### config.mk
export PLATFORM = sky130hd
export DESIGN_NAME = sdram_command_interface
export DESIGN_NICKNAME = d
export VERILOG_FILES = /design/src/sdram_cmd_pkg.sv /design/src/sdram_bank.sv /design/src/sdram_command_interface.sv
export SDC_FILE = /design/constraint.sdc
export NUM_CORES = 1
export LEC_CHECK = 0
export BUFFER_PORTS_ARGS = -buffer_cell sky130_fd_sc_hd__buf_2
export CAP_MARGIN = 20
export CORE_ASPECT_RATIO = 0.9
export CORE_MARGIN = 3
export CORE_UTILIZATION = 60
export CTS_BUF_LIST = sky130_fd_sc_hd__clkbuf_4
export CTS_CLUSTER_DIAMETER = 60
export DETAILED_ROUTE_END_ITERATION = 10
export PLACE_DENSITY = 0.8
export SLEW_MARGIN = 40
export SYNTH_ARGS = -nofsm -noshare
export SYNTH_HDL_FRONTEND = slang
export SYNTH_SLANG_ARGS = --single-unit
### constraint.sdc
create_clock -name ref_clk_in -period 6.5 [get_ports ref_clk_in]
set_clock_uncertainty 0.2 [all_clocks]
set_input_delay 0.65 -clock ref_clk_in [delete_from_list [all_inputs] [get_ports ref_clk_in]]
set_output_delay 0.65 -clock ref_clk_in [all_outputs]
set_load 0.005 [all_outputs]
### src/sdram_cmd_pkg.sv
// Summary of operation
// - All inputs except the asynchronous reset sampled on rising clock; clock advances burst counter and output registers.
// - Four independent banks, each 4096 rows by 256 columns of 16-bit words.
// - Activate latches bank from bank select and row from twelve address bits.
// - Read or write address gives start column; device generates following columns.
// - Burst lengths 1, 2, 4 or 8 programmable; burst terminate ends early.
// - Auto precharge closes the row by itself at the end of the burst.
// - A new column address is accepted every cycle, even mid-burst.
// - One bank may precharge while another bank is accessed.
// - Clock enable high runs internal clocking; low freezes it.
// - Clock enable drop picks power-down, self refresh, deepest sleep or suspend by bank state.
// - Commands decoded only when chip select registered low; ignored when high.
// - Command encoded by chip select, row, column and write strobes on one edge.
// - Temperature sensor enabled after reset; partial array refresh set via extended mode.
// - Byte mask high masks write data; on reads tristates its lane two clocks later.
// - Read or write column uses eight low address bits; bit ten asks auto precharge.
// - Precharge with bit ten high closes all banks, else only the selected bank.
// - Mode load: bank select chooses mode or extended mode; address holds op-code.
package sdram_cmd_pkg;
  localparam int NUM_BANKS = 4;
  localparam int ROW_BITS  = 12;
  localparam int COL_BITS  = 8;
  localparam int BANK_BITS = 2;
  localparam int DATA_BITS = 16;
  localparam int PRE_BIT   = 10;
  localparam int MASK_LAT  = 2;
  localparam int BL_FIELD_LSB = 0;
  localparam int BL_FIELD_W   = 3;
  localparam int PARTIAL_ARRAY_REFRESH_LSB     = 0;
  localparam int PARTIAL_ARRAY_REFRESH_W       = 3;
  localparam int TEMP_COMPENSATED_REFRESH_LSB     = 3;
  localparam int TEMP_COMPENSATED_REFRESH_W       = 2;
  localparam logic [11:0] MODE_RESET = 12'h000;
  localparam logic [11:0] EXT_RESET  = 12'h000;
  localparam logic [1:0]  TEMP_COMPENSATED_REFRESH_RESET = 2'h0;
  localparam logic [1:0]  SEL_MODE   = 2'h0;
  localparam logic [1:0]  SEL_EXT    = 2'h2;
  localparam int AP_CYCLES = 2;
  // Strobe codes {row, column, write}, active low.
  localparam logic [2:0] CMD_MRS = 3'h0;
  localparam logic [2:0] CMD_REF = 3'h1;
  localparam logic [2:0] CMD_PRE = 3'h2;
  localparam logic [2:0] CMD_ACT = 3'h3;
  localparam logic [2:0] CMD_WR  = 3'h4;
  localparam logic [2:0] CMD_RD  = 3'h5;
  localparam logic [2:0] CMD_BST = 3'h6;
  localparam logic [2:0] CMD_NOP = 3'h7;
  typedef enum logic [2:0] {
    PWR_RUN, PWR_PRE_DOWN, PWR_ACT_DOWN, PWR_SELF_REF, PWR_DEEPEST, PWR_SUSPEND
  } pwr_state_e;
endpackage

### src/sdram_bank.sv
`timescale 1ns/1ps
module sdram_bank #(
  parameter int ROW_W = 12,
  parameter int AP_W  = 2
) (
  input  wire logic             ref_clk_in,
  input  wire logic             nrst_in,
  input  wire logic             run_in,
  input  wire logic             act_in,
  input  wire logic             pre_in,
  input  wire logic             ap_start_in,
  input  wire logic [ROW_W-1:0] row_in,
  output logic                  open_out,
  output logic [ROW_W-1:0]      row_out
);
  logic [AP_W-1:0] ap_cnt_reg;
  logic [AP_W-1:0] ap_cnt_next;
  logic            open_next;
  assign ap_cnt_next = ap_start_in ? AP_W'(sdram_cmd_pkg::AP_CYCLES)
                     : (ap_cnt_reg != '0 ? ap_cnt_reg - 1'b1 : ap_cnt_reg);
  assign open_next = act_in ? 1'b1
                   : (pre_in || ap_cnt_reg == AP_W'(1)) ? 1'b0 : open_out;
  always_ff @(posedge ref_clk_in or negedge nrst_in) begin
    if (!nrst_in) begin
      open_out   <= 1'b0;
      row_out    <= '0;
      ap_cnt_reg <= '0;
    end else if (run_in) begin
      open_out   <= open_next;
      ap_cnt_reg <= ap_cnt_next;
      if (act_in) begin
        row_out <= row_in;
      end
    end
  end
endmodule

### src/sdram_command_interface.sv
`timescale 1ns/1ps
module sdram_command_interface (
  input  wire logic        ref_clk_in,
  input  wire logic        nrst_in,
  input  wire logic        clk_en_in,
  input  wire logic        chip_sel_n_in,
  input  wire logic        row_strobe_n_in,
  input  wire logic        col_strobe_n_in,
  input  wire logic        write_en_n_in,
  input  wire logic [1:0]  bank_select_in,
  input  wire logic [11:0] address_bus_in,
  input  wire logic        low_byte_mask_in,
  input  wire logic        high_byte_mask_in,
  input  wire logic        deepest_sleep_in,
  output logic [3:0]       bank_open_out,
  output logic [1:0]       access_bank_out,
  output logic [11:0]      access_row_out,
  output logic [7:0]       access_col_out,
  output logic             access_valid_out,
  output logic             access_write_out,
  output logic [1:0]       write_lane_en_out,
  output logic [1:0]       read_lane_oe_out,
  output logic [2:0]       pwr_state_out,
  output logic             input_buf_en_out,
  output logic [2:0]       partial_array_refresh_out,
  output logic [1:0]       temp_compensated_refresh_out,
  output logic [11:0]      mode_reg_out
);
  logic        cke_s1_reg;
  logic        cke_s2_reg;
  logic        run;
  logic        cmd_en;
  logic [2:0]  cmd;
  logic        is_act;
  logic        is_rd;
  logic        is_wr;
  logic        is_pre;
  logic        is_bst;
  logic        is_mrs;
  logic        is_col;
  logic [3:0]  act_hit;
  logic [3:0]  pre_hit;
  logic [3:0]  ap_hit;
  logic [3:0]  open_w;
  logic [11:0] row_w [4];
  logic [11:0] ext_reg;
  logic [3:0]  burst_len;
  logic [3:0]  burst_cnt_reg;
  logic [3:0]  burst_cnt_next;
  logic [7:0]  col_reg;
  logic [7:0]  col_next;
  logic [1:0]  bank_reg;
  logic        wr_reg;
  logic        ap_reg;
  logic        burst_last;
  logic [1:0]  mask_pipe_reg [2];
  sdram_cmd_pkg::pwr_state_e pwr_reg;
  sdram_cmd_pkg::pwr_state_e pwr_next;
  logic        asleep;

  // Clock enable is a pin; synchronised before use.
  always_ff @(posedge ref_clk_in or negedge nrst_in) begin
    if (!nrst_in) begin
      cke_s1_reg <= 1'b1;
      cke_s2_reg <= 1'b1;
    end else begin
      cke_s1_reg <= clk_en_in;
      cke_s2_reg <= cke_s1_reg;
    end
  end

  assign asleep = (pwr_reg == sdram_cmd_pkg::PWR_PRE_DOWN) ||
                  (pwr_reg == sdram_cmd_pkg::PWR_ACT_DOWN) ||
                  (pwr_reg == sdram_cmd_pkg::PWR_SELF_REF);
  assign run = cke_s2_reg && (pwr_reg == sdram_cmd_pkg::PWR_RUN);
  assign input_buf_en_out = !asleep && (pwr_reg != sdram_cmd_pkg::PWR_DEEPEST);

  // Command decode.
  assign cmd_en = run && !chip_sel_n_in;
  assign cmd    = {row_strobe_n_in, col_strobe_n_in, write_en_n_in};
  assign is_act = cmd_en && cmd == sdram_cmd_pkg::CMD_ACT;
  assign is_rd  = cmd_en && cmd == sdram_cmd_pkg::CMD_RD;
  assign is_wr  = cmd_en && cmd == sdram_cmd_pkg::CMD_WR;
  assign is_pre = cmd_en && cmd == sdram_cmd_pkg::CMD_PRE;
  assign is_bst = cmd_en && cmd == sdram_cmd_pkg::CMD_BST;
  assign is_mrs = cmd_en && cmd == sdram_cmd_pkg::CMD_MRS;
  assign is_col = (is_rd || is_wr) && open_w[bank_select_in];

  assign burst_len = 4'h1 << mode_reg_out[sdram_cmd_pkg::BL_FIELD_LSB +: 2];
  assign burst_last = burst_cnt_reg == 4'h1;

  genvar g;
  generate
    for (g = 0; g < sdram_cmd_pkg::NUM_BANKS; g++) begin : g_bank
      assign act_hit[g] = is_act && bank_select_in == 2'(g);
      assign pre_hit[g] = is_pre && (address_bus_in[sdram_cmd_pkg::PRE_BIT] ||
                                     bank_select_in == 2'(g));
      assign ap_hit[g]  = ap_reg && burst_last && bank_reg == 2'(g) && run &&
                          !(is_col && bank_select_in == 2'(g));
      sdram_bank #(
        .ROW_W (sdram_cmd_pkg::ROW_BITS),
        .AP_W  (2)
      ) u_bank (
        .ref_clk_in  (ref_clk_in),
        .nrst_in     (nrst_in),
        .run_in      (run),
        .act_in      (act_hit[g]),
        .pre_in      (pre_hit[g]),
        .ap_start_in (ap_hit[g]),
        .row_in      (address_bus_in),
        .open_out    (open_w[g]),
        .row_out     (row_w[g])
      );
    end
  endgenerate
  assign bank_open_out = open_w;

  // Burst engine: a new column restarts the burst at once.
  assign burst_cnt_next = is_col ? burst_len
                        : is_bst ? 4'h0
                        : (burst_cnt_reg != 4'h0) ? burst_cnt_reg - 4'h1 : 4'h0;
  assign col_next = is_col ? address_bus_in[sdram_cmd_pkg::COL_BITS-1:0]
                  : col_reg + 8'h01;

  always_ff @(posedge ref_clk_in or negedge nrst_in) begin
    if (!nrst_in) begin
      burst_cnt_reg <= 4'h0;
      col_reg       <= 8'h00;
      bank_reg      <= 2'h0;
      wr_reg        <= 1'b0;
      ap_reg        <= 1'b0;
    end else if (run) begin
      burst_cnt_reg <= burst_cnt_next;
      col_reg       <= col_next;
      if (is_col) begin
        bank_reg <= bank_select_in;
        wr_reg   <= is_wr;
        ap_reg   <= address_bus_in[sdram_cmd_pkg::PRE_BIT];
      end else if (is_bst) begin
        ap_reg <= 1'b0;
      end
    end
  end

  // Access outputs registered each clock while running.
  always_ff @(posedge ref_clk_in or negedge nrst_in) begin
    if (!nrst_in) begin
      access_valid_out  <= 1'b0;
      access_write_out  <= 1'b0;
      access_bank_out   <= 2'h0;
      access_row_out    <= 12'h000;
      access_col_out    <= 8'h00;
      write_lane_en_out <= 2'h0;
    end else if (run) begin
      access_valid_out  <= is_col || (burst_cnt_reg > 4'h1 && !is_bst);
      access_write_out  <= is_col ? is_wr : wr_reg;
      access_bank_out   <= is_col ? bank_select_in : bank_reg;
      access_row_out    <= row_w[is_col ? bank_select_in : bank_reg];
      access_col_out    <= col_next;
      write_lane_en_out <= {!high_byte_mask_in, !low_byte_mask_in};
    end
  end

  // Read mask latency pipe.
  always_ff @(posedge ref_clk_in or negedge nrst_in) begin
    if (!nrst_in) begin
      mask_pipe_reg[0] <= 2'h0;
      mask_pipe_reg[1] <= 2'h0;
    end else if (run) begin
      mask_pipe_reg[0] <= {high_byte_mask_in, low_byte_mask_in};
      mask_pipe_reg[1] <= mask_pipe_reg[0];
    end
  end
  assign read_lane_oe_out = ~mask_pipe_reg[1] & {2{!wr_reg && burst_cnt_reg != 4'h0}};

  // Mode and extended mode registers.
  always_ff @(posedge ref_clk_in or negedge nrst_in) begin
    if (!nrst_in) begin
      mode_reg_out <= sdram_cmd_pkg::MODE_RESET;
      ext_reg      <= sdram_cmd_pkg::EXT_RESET;
    end else if (is_mrs && burst_cnt_reg == 4'h0) begin
      if (bank_select_in == sdram_cmd_pkg::SEL_EXT) begin
        ext_reg <= address_bus_in;
      end else if (bank_select_in == sdram_cmd_pkg::SEL_MODE) begin
        mode_reg_out <= address_bus_in;
      end
    end
  end
  assign partial_array_refresh_out =
    ext_reg[sdram_cmd_pkg::PARTIAL_ARRAY_REFRESH_LSB +: sdram_cmd_pkg::PARTIAL_ARRAY_REFRESH_W];
  assign temp_compensated_refresh_out =
    ext_reg[sdram_cmd_pkg::TEMP_COMPENSATED_REFRESH_LSB +: sdram_cmd_pkg::TEMP_COMPENSATED_REFRESH_W];

  // Low-power selection.
  always_comb begin
    pwr_next = pwr_reg;
    unique case (pwr_reg)
      sdram_cmd_pkg::PWR_RUN: begin
        if (!cke_s2_reg) begin
          if (burst_cnt_reg != 4'h0) begin
            pwr_next = sdram_cmd_pkg::PWR_SUSPEND;
          end else if (open_w != 4'h0) begin
            pwr_next = sdram_cmd_pkg::PWR_ACT_DOWN;
          end else if (deepest_sleep_in) begin
            pwr_next = sdram_cmd_pkg::PWR_DEEPEST;
          end else if (!chip_sel_n_in && {row_strobe_n_in, col_strobe_n_in} == 2'h0) begin
            pwr_next = sdram_cmd_pkg::PWR_SELF_REF;
          end else begin
            pwr_next = sdram_cmd_pkg::PWR_PRE_DOWN;
          end
        end
      end
      sdram_cmd_pkg::PWR_PRE_DOWN, sdram_cmd_pkg::PWR_ACT_DOWN,
      sdram_cmd_pkg::PWR_SELF_REF, sdram_cmd_pkg::PWR_DEEPEST,
      sdram_cmd_pkg::PWR_SUSPEND: begin
        if (cke_s2_reg) begin
          pwr_next = sdram_cmd_pkg::PWR_RUN;
        end
      end
      default: pwr_next = sdram_cmd_pkg::PWR_RUN;
    endcase
  end

  always_ff @(posedge ref_clk_in or negedge nrst_in) begin
    if (!nrst_in) begin
      pwr_reg <= sdram_cmd_pkg::PWR_RUN;
    end else begin
      pwr_reg <= pwr_next;
    end
  end
  assign pwr_state_out = pwr_reg;

  // Checks.
  a_cs_masks_cmd: assert property (@(posedge ref_clk_in) disable iff (!nrst_in)
    chip_sel_n_in |=> (bank_open_out & ~$past(bank_open_out)) == 4'h0 &&
    $stable(mode_reg_out)) else $error("command taken with chip select high");
  a_act_opens_bank: assert property (@(posedge ref_clk_in) disable iff (!nrst_in)
    act_hit[0] |=> bank_open_out[0]) else $error("activate did not open bank");
  a_act_row: assert property (@(posedge ref_clk_in) disable iff (!nrst_in)
    act_hit[2] |=> row_w[2] == $past(address_bus_in))
    else $error("activate row not latched");
  a_access_row: assert property (@(posedge ref_clk_in) disable iff (!nrst_in)
    is_col |=> access_row_out == row_w[$past(bank_select_in)])
    else $error("access row not from the selected bank");
  a_pre_all: assert property (@(posedge ref_clk_in) disable iff (!nrst_in)
    is_pre && address_bus_in[10] && !is_act |=> bank_open_out == 4'h0)
    else $error("precharge all left a bank open");
  a_pre_one_bank: assert property (@(posedge ref_clk_in) disable iff (!nrst_in)
    is_pre && !address_bus_in[10] && bank_select_in == 2'h3 |=> !bank_open_out[3])
    else $error("precharge left the bank open");
  a_burst_len: assert property (@(posedge ref_clk_in) disable iff (!nrst_in)
    is_col |=> burst_cnt_reg == burst_len) else $error("burst length wrong");
  a_bst_stops: assert property (@(posedge ref_clk_in) disable iff (!nrst_in)
    is_bst && !is_col |=> burst_cnt_reg == 4'h0) else $error("terminate ignored");
  a_mode_in_burst: assert property (@(posedge ref_clk_in) disable iff (!nrst_in)
    is_mrs && burst_cnt_reg != 4'h0 |=> $stable(mode_reg_out))
    else $error("mode changed during a burst");
  a_closed_bank: assert property (@(posedge ref_clk_in) disable iff (!nrst_in)
    (is_rd || is_wr) && !open_w[bank_select_in] && burst_cnt_reg == 4'h0 |=>
    !access_valid_out) else $error("access to a closed bank");
  a_col_start: assert property (@(posedge ref_clk_in) disable iff (!nrst_in)
    is_col |=> access_valid_out && access_col_out == $past(address_bus_in[7:0]))
    else $error("start column wrong");
  a_col_incr: assert property (@(posedge ref_clk_in) disable iff (!nrst_in)
    run && !is_col ##1 run |-> col_reg == $past(col_reg) + 8'h01)
    else $error("column did not advance");
  a_ap_closes: assert property (@(posedge ref_clk_in) disable iff (!nrst_in)
    ap_hit[1] ##1 run ##1 run && !act_hit[1] |=> !bank_open_out[1])
    else $error("auto precharge left the row open");
  a_wr_lanes: assert property (@(posedge ref_clk_in) disable iff (!nrst_in)
    run |=> write_lane_en_out == ~$past({high_byte_mask_in, low_byte_mask_in}))
    else $error("write lane enables wrong");
  a_mask_lat: assert property (@(posedge ref_clk_in) disable iff (!nrst_in)
    run ##1 run ##1 run |-> mask_pipe_reg[1] == $past({high_byte_mask_in, low_byte_mask_in}, 2))
    else $error("mask latency wrong");

  // Power-state checks.
  a_freeze_cke: assert property (@(posedge ref_clk_in) disable iff (!nrst_in)
    !run |=> $stable(burst_cnt_reg)) else $error("state moved while frozen");
  a_buf_off: assert property (@(posedge ref_clk_in) disable iff (!nrst_in)
    pwr_reg == sdram_cmd_pkg::PWR_SELF_REF |-> !input_buf_en_out)
    else $error("buffers on in self refresh");
  a_suspend_entry: assert property (@(posedge ref_clk_in) disable iff (!nrst_in)
    pwr_reg == sdram_cmd_pkg::PWR_RUN && !cke_s2_reg && burst_cnt_reg != 4'h0 |=>
    pwr_reg == sdram_cmd_pkg::PWR_SUSPEND) else $error("no clock suspend in a burst");
  a_deepest_entry: assert property (@(posedge ref_clk_in) disable iff (!nrst_in)
    pwr_reg == sdram_cmd_pkg::PWR_RUN && !cke_s2_reg && burst_cnt_reg == 4'h0 &&
    open_w == 4'h0 && deepest_sleep_in |=> pwr_reg == sdram_cmd_pkg::PWR_DEEPEST)
    else $error("deepest sleep not entered");
  a_wake_exit: assert property (@(posedge ref_clk_in) disable iff (!nrst_in)
    pwr_reg != sdram_cmd_pkg::PWR_RUN && cke_s2_reg |=> pwr_reg == sdram_cmd_pkg::PWR_RUN)
    else $error("low-power state not left");

  // Scenario covers.
  c_read_burst: cover property (@(posedge ref_clk_in) disable iff (!nrst_in)
    is_act ##[1:4] is_rd);
  c_auto_pre: cover property (@(posedge ref_clk_in) disable iff (!nrst_in) |ap_hit);
  c_suspend: cover property (@(posedge ref_clk_in) disable iff (!nrst_in)
    pwr_reg == sdram_cmd_pkg::PWR_SUSPEND);
  c_self_ref: cover property (@(posedge ref_clk_in) disable iff (!nrst_in)
    pwr_reg == sdram_cmd_pkg::PWR_SELF_REF);
  c_deepest: cover property (@(posedge ref_clk_in) disable iff (!nrst_in)
    pwr_reg == sdram_cmd_pkg::PWR_DEEPEST);
endmodule

==> results.yml, run 1 <==
status:
  status: "finished clean"
drt:
  drt_pass1_iterations: 5
  remaining_drc_errors: 0
  wl_per_cell_um: 19.2
  drt_first_iter_violations: 573
  antenna_left: 0
  routed-via-count: 5185
  wl_um: 15900
  vias_per_cell: 6.25
yosys:
  synth_async_sr_flop_share_pct: 100
  ys.warnings.count: 0
  synth_area_um2: 6100
  ys.flop_type: "dfrtp_1"
  synth_seq_cells: 117
  netlist-cell-type-count: 51
  ys_seq_area_share_pct: 48.1
  synthCells: 626
  synth_edf_count: 0
  avgSynthCellArea_um2: 9.74
  syn-num-nets: 659
critical_path:
  cp.depth: 7
  worst-path-buf-inv: 2
  cp_slowest_cell: "o311ai_0"
  crit_required_ns: 6.72
  cp_top_family: "compound AO/OA/AOI/OAI gates"
  max_stage_delay_ns: 0.59
  path_class: "reg2reg"
  cpMostUsedCell: "buf_4"
  regToRegEndpoint: "g_bank[1].u_bank.ap_cnt_reg[1]$_DFFE_PN0P_"
  r2r_slack_ns: 3.23
  reg2reg_depth: 7
  crit_chain: "nor4b_4, buf_4, nand3_1, buf_4, o311ai_0, a21oi_1, o21a_1"
  crit_end: "g_bank[1].u_bank.ap_cnt_reg[1]$_DFFE_PN0P_"
  cp.arrival_ns: 3.48
  start_kind: "flip-flop"
  critPathLaunch: "cke_s2_reg$_DFF_PN1_"
  worstPathMaxFanout: 25
  r2r_start: "cke_s2_reg$_DFF_PN1_"
  end_kind: "flip-flop"
hold_path:
  hold_class: "in2reg"
timing:
  setup_tns_ns: 0
  tightestPinTransition_ns: 0.792
  fin_crit_ns: 3.27
  drv_slew: 0
  post-route-period-util_pct: 50.3
  hold_viol: 0
  relSlewSlack_pct: 46.9
  setup_violations: 0
  grt_setup_unrepaired: "no"
  max_freq_ghz: 0.306
  holdWs_ns: 0.149
global_route:
  overflow: 0
  grt_pass1_wl_um: 26100
  grt_max_degree: 78
  antenna_found_initial: 0
  track_usage_pct: 29.0
  grt_pass1_vias: 5171
clock_network:
  cts_tree: "done"
  clock_path_buffers: 2
  cts_made_buffers: 17
  ctsResizeCount: 0
  clk_latency_ns: 0.52
  clk_pin_slew_worst_paths_ns: 0.11
  cts_setup_buffers: 0
  cts_root_buffer: "clkbuf_4"
  htree_levels: 4
  ctsHoldBuffers: 2
  cts_sinks: 117
floorplan:
  fp.dieH_um: 102
  initial_core_util_pct: 62.3
  coreArea_um2: 9780
  io_pins: 77
  die-area_um2: 11400
  die_x_um: 112
  num_rows: 34
place:
  gp_congestion: 0.871
  dp_hpwl_um: 10500
  portBuffers: 76
cells_and_area:
  largest_register_ffs: 48
  largest_registers: "g_bank.u_bank.row_out x48, access_row_out x12, mode_reg_out x12"
  syn2layout_area_growth_pct: 13.0
  top_register: "g_bank.u_bank.row_out"
  final_nets: 723
  drive_gt1_share_pct: 27.5
  final_common_cell: "nand2_1"
  layout_common_cells: "nand2_1, dfrtp_1, buf_2, mux2_2, nor2_1"
power_and_ir_drop:
  leakage_nw: 3.28
  peakVddDrop_mv: 0.259
  power_density_nw_per_um2: 357
flow_run:
  maxCapViolCount: 0
==> through the flow <==
step                worst slack, ns  instances  area (µm²)  power [mW]  utilization, %
floorplan                      3.94        626        6100        1.58               -
global placement               3.15        795        6550        1.83            66.9
detailed placement             2.95        795        6560        1.89            67.1
CTS                            3.30        828        6880        2.46            70.3
global route                   2.98        828        6880        2.61            70.3
finish                         3.23        829        6890        2.46            70.4
==> worst min path at each step <==
stage,from,end,cells after the start
finish,low_byte_mask_in,write_lane_en_out[0]$_DFFE_PN0P_,2
floorplan,nrst_in,access_bank_out[0]$_DFFE_PN0P_,0
global route,high_byte_mask_in,mask_pipe_reg[3]$_DFFE_PN0P_,3
detailed placement,cke_s1_reg$_DFF_PN1_,cke_s2_reg$_DFF_PN1_,0
CTS,high_byte_mask_in,write_lane_en_out[1]$_DFFE_PN0P_,2
global placement,cke_s1_reg$_DFF_PN1_,cke_s2_reg$_DFF_PN1_,0
==> worst reg2reg max path: cells and delay by family (launching register included) <==
kind            cells  cell delay [ns]
compound gates      3             0.98
flops               1             0.58
simple gates        2             0.69
buf+inv             2             0.71
==> synthesized netlist by cell type (3+ instances only) <==
| cell | count | area (µm²) |
|---|---|---|
| nand4_1 | 3 | 18.8 |
| nand3_1 | 9 | 45.0 |
| or3_1 | 3 | 18.8 |
| buf_2 | 9 | 45.0 |
| dfrtp_1 | 115 | 2880 |
| nor4_1 | 3 | 18.8 |
| a21oi_1 | 12 | 60.1 |
| nand2_1 | 119 | 447 |
| ha_1 | 9 | 113 |
| o21a_1 | 4 | 30.0 |
| a211oi_1 | 24 | 180 |
| o22a_1 | 4 | 35.0 |
| a2bb2oi_1 | 3 | 26.3 |
| inv_1 | 17 | 63.8 |
| nand2b_1 | 32 | 200 |
| and3_1 | 3 | 18.8 |
| clkbuf_1 | 27 | 101 |
| buf_1 | 4 | 15.0 |
| mux2i_1 | 5 | 50.1 |
| nor3_1 | 14 | 70.1 |
| a22oi_1 | 26 | 195 |
| o21ai_0 | 25 | 125 |
| a31oi_1 | 4 | 25.0 |
| buf_4 | 4 | 30.0 |
| o221ai_1 | 12 | 105 |
| nor2_1 | 39 | 146 |
| or2_2 | 3 | 18.8 |
| mux2_2 | 67 | 754 |
==> cells by family after synthesis <==
logic type	after synthesis	share of synthesized area [%]
DFF	117	48.1
adders and majority gates	9	1.85
xor gates and xnor gates	1	0.144
buffers and inverters	63	4.33
AOI/OAI and AO/OA	131	15.2
and+or+nand+nor	233	17.2
muxes	72	13.2
==> routing by layer <==
metal	part of all wire (%)	wire length, µm	global-route usage [%]	up-vias
met3	7.6	1210	6.99	43
li1	-	-	-	2350
met2	47	7550	45.9	244
met5	0	0	0	-
met1	42	6690	38.3	2548
met4	3.1	495	13.5	0
==> cell type report <==
type,instances,area (µm²)
Antenna cell,1,2.50
Clock buffer,18,135
Clock inverter,13,164
Fill cell,734,2900
Inverter,18,67.6
Multi-Input combinational cell,446,2930
Sequential cell,117,2930
Tap cell,126,158
Timing Repair Buffer,90,499
==> power by group <==
group / leakage [nW] / total, mW / internal [mW] / switching, mW
Combinational: 1.57 / 0.803 / 0.345 / 0.458
Sequential: 1.54 / 1.09 / 0.915 / 0.171
Clock: 0.164 / 0.570 / 0.300 / 0.270
No activity file was read; power rests on OpenSTA's default activity.
==> inputs of run 2 (changes only) <==
Settings changed: ABC_AREA set to 1.
Clock period 6.5 ns to 3.1 ns, I/O delays scaled along.
==> results.yml, run 2 <==
drt:
  drt_first_iter_violations: 431
  remaining_drc_errors: 0
  vias_per_cell: 5.51
  antenna_left: 0
  drt_pass1_iterations: 5
  routed-via-count: 5217
  wl_per_cell_um: 15.5
  wl_um: 14600
critical_path:
  worstPathMaxFanout: 13
  path_class: "reg2reg"
  crit_chain: "nor2_4, nand4_4, nor2_4, nand2_2, nand2_2, nand2_1, nand2_1, nand3_2, nand2_1, nand2_1, nand2_1"
  max_stage_delay_ns: 0.50
  cpMostUsedCell: "nand2_1"
  crit_required_ns: 3.39
  end_kind: "flip-flop"
  cp.arrival_ns: 2.76
  cp_slowest_cell: "dfrtp_1"
  start_kind: "flip-flop"
power_and_ir_drop:
  power_density_nw_per_um2: 675
  leakage_nw: 3.47
  peakVddDrop_mv: 0.434
floorplan:
  fp.dieH_um: 99.5
  initial_core_util_pct: 62.7
  num_rows: 33
  coreArea_um2: 9290
  die_x_um: 110
  die-area_um2: 10900
  io_pins: 77
timing:
  max_freq_ghz: 0.405
  setup_tns_ns: 0
  tightestPinTransition_ns: 0.665
  setup_violations: 0
  post-route-period-util_pct: 79.7
  relSlewSlack_pct: 55.7
  hold_viol: 0
  drv_slew: 0
  fin_crit_ns: 2.47
  grt_setup_unrepaired: "no"
hold_path:
  hold_class: "in2async"
clock_network:
  cts_tree: "done"
  clk_pin_slew_worst_paths_ns: 0.13
  cts_sinks: 117
  clk_latency_ns: 0.55
  htree_levels: 4
  cts_made_buffers: 17
  clock_path_buffers: 2
  ctsResizeCount: 0
  cts_root_buffer: "clkbuf_4"
yosys:
  yosysTopAreaCell: "dfrtp_1"
  synth_fa_ha_area_share_pct: 1.93
  synthCells: 726
  ys.warnings.count: 0
  synth_common_cells: "nand2_1, dfrtp_1, inv_1"
  synth_edf_count: 0
  synth_top_family_by_area: "simple AND/OR/NAND/NOR gates"
  ys_seq_area_share_pct: 50.3
  netlist-cell-type-count: 35
  synth-simple-area-share_pct: 26.6
  synth_area_um2: 5830
  yosys-top-cells-area: "dfrtp_1, nand2_1, inv_1"
  synth_top_area_share_pct: 49.4
  syn-num-nets: 759
  synthMuxAreaShare_pct: 0
  synth_compound_area_share_pct: 11.1
  avgSynthCellArea_um2: 8.03
  ys.flop_type: "dfrtp_1"
  synth.most_common_cell: "nand2_1"
  synth_seq_cells: 117
  synthXorXnorAreaFrac_pct: 0.300
  synth_async_sr_flop_share_pct: 100
global_route:
  met3_usage_pct: 7.01
  track_usage_pct: 28.7
  antenna_found_initial: 0
  gr-usage-met2_pct: 43.5
  grt_pass1_vias: 4991
  overflow: 0
  grt_use_met1_pct: 40.6
  grt_pass1_wl_um: 24300
  globalRoute.busiestLayer: "met2"
  grt_max_degree: 87
cells_and_area:
  final_common_cell: "nand2_1"
  largest_register_ffs: 48
  antenna_cells: 0
  nFillCells: 724
  seq_area_um2: 2930
  final_nets: 844
  drive_gt1_share_pct: 18.6
  largest_registers: "g_bank.u_bank.row_out x48, access_row_out x12, mode_reg_out x12"
  top_register: "g_bank.u_bank.row_out"
  final_util_pct: 72.1
  multi_input_area_um2: 2340
  syn2layout_area_growth_pct: 14.9
  layout_common_cells: "nand2_1, dfrtp_1, inv_1, buf_2, nand3_1"
place:
  portBuffers: 76
  gp_congestion: 0.876
  dp_hpwl_um: 9820
flow_run:
  maxCapViolCount: 0
status:
  status: "finished clean"
-- run 2: changes by cell type in the layout (fill, tap and decap cells not counted), moves of 13 or more --
cell | previous run | this run
mux2_2 | 67 | 0
nand3_1 | 9 | 68
a211oi_1 | 24 | 0
o21ai_1 | 1 | 25
nand2_1 | 119 | 212
o21ai_0 | 25 | 65
nand2b_1 | 32 | 0
a22oi_1 | 26 | 3
dlygate4sd3_1 | 2 | 18
nor2_1 | 39 | 26
inv_1 | 17 | 94
nand3_2 | 0 | 13
-- run 2: layer usage --
metal	part of all wire [%]	vias up
met4	1.9	0
met5	0	-
met1	44	2442
met2	46	261
met3	8.6	31
li1	-	2483
-- run 2: logic make-up after synthesis --
group / Yosys count
and+or+nand+nor: 344
DFF: 117
adders and majority gates: 9
AOI/OAI and AO/OA: 120
buffers and inverters: 134
xor gates and xnor gates: 2
-- run 2: worst max-delay path, delay by kind of cell, from the launching register on --
| family | cells | cell delay, ns |
|---|---|---|
| simple gates | 11 | 1.71 |
| flops | 1 | 0.50 |
-- run 2: path summary, 6_finish.rpt --
kind                                              startpoint                                       to  slack, ns  cells after the start
worst max-delay path            pwr_state_out[1]$_DFFE_PN0P_            access_row_out[9]$_DFFE_PN0P_       0.63                     11
worst min-delay path                                 nrst_in         write_lane_en_out[0]$_DFFE_PN0P_       0.03                      2
worst max register to register  pwr_state_out[1]$_DFFE_PN0P_            access_row_out[9]$_DFFE_PN0P_       0.63                     11
worst min register to register          cke_s1_reg$_DFF_PN1_                     cke_s2_reg$_DFF_PN1_       0.16                      0
max in group asynchronous                            nrst_in  g_bank[3].u_bank.row_out[5]$_DFFE_PN0P_       1.87                      3
min in group ref_clk_in                        chip_sel_n_in             pwr_state_out[1]$_DFFE_PN0P_       0.05                      4
-- run 2: cell type report --
type                       count  area share, %
sequential                   117           43.8
multi-input combinational    475           34.9
timing repair buffer         101           9.38
inverter                      99           5.59
tap                          122           2.28
clock inverter                15           2.17
clock buffer                  17           1.91
-- run 2: power breakdown --
part	switching [mW]	internal (mW)	total, mW
combinational	0.842	0.528	1.37
sequential	0.238	1.83	2.07
clock	0.665	0.416	1.08
-- run 2: timing repair --
action                                  4_1_cts  5_1_grt
endpoints found under the setup margin        0        0
hold endpoints to repair                    191        0
setup buffers                                 0        0
hold buffers                                 18        0
-- run 2: metrics by stage --
step	worst slack (ns)	area, µm²	power [mW]	hold WS (ns)	std cells
3_3_place_gp	0.795	6230	3.36	0.0802	896
5_1_grt	0.431	6700	4.85	0.0380	946
2_1_floorplan	1.22	5830	2.98	-0.186	726
4_1_cts	0.673	6690	4.52	0.0245	946
6_report	0.630	6700	4.52	0.0301	946
3_5_place_dp	0.722	6230	3.43	0.0774	896
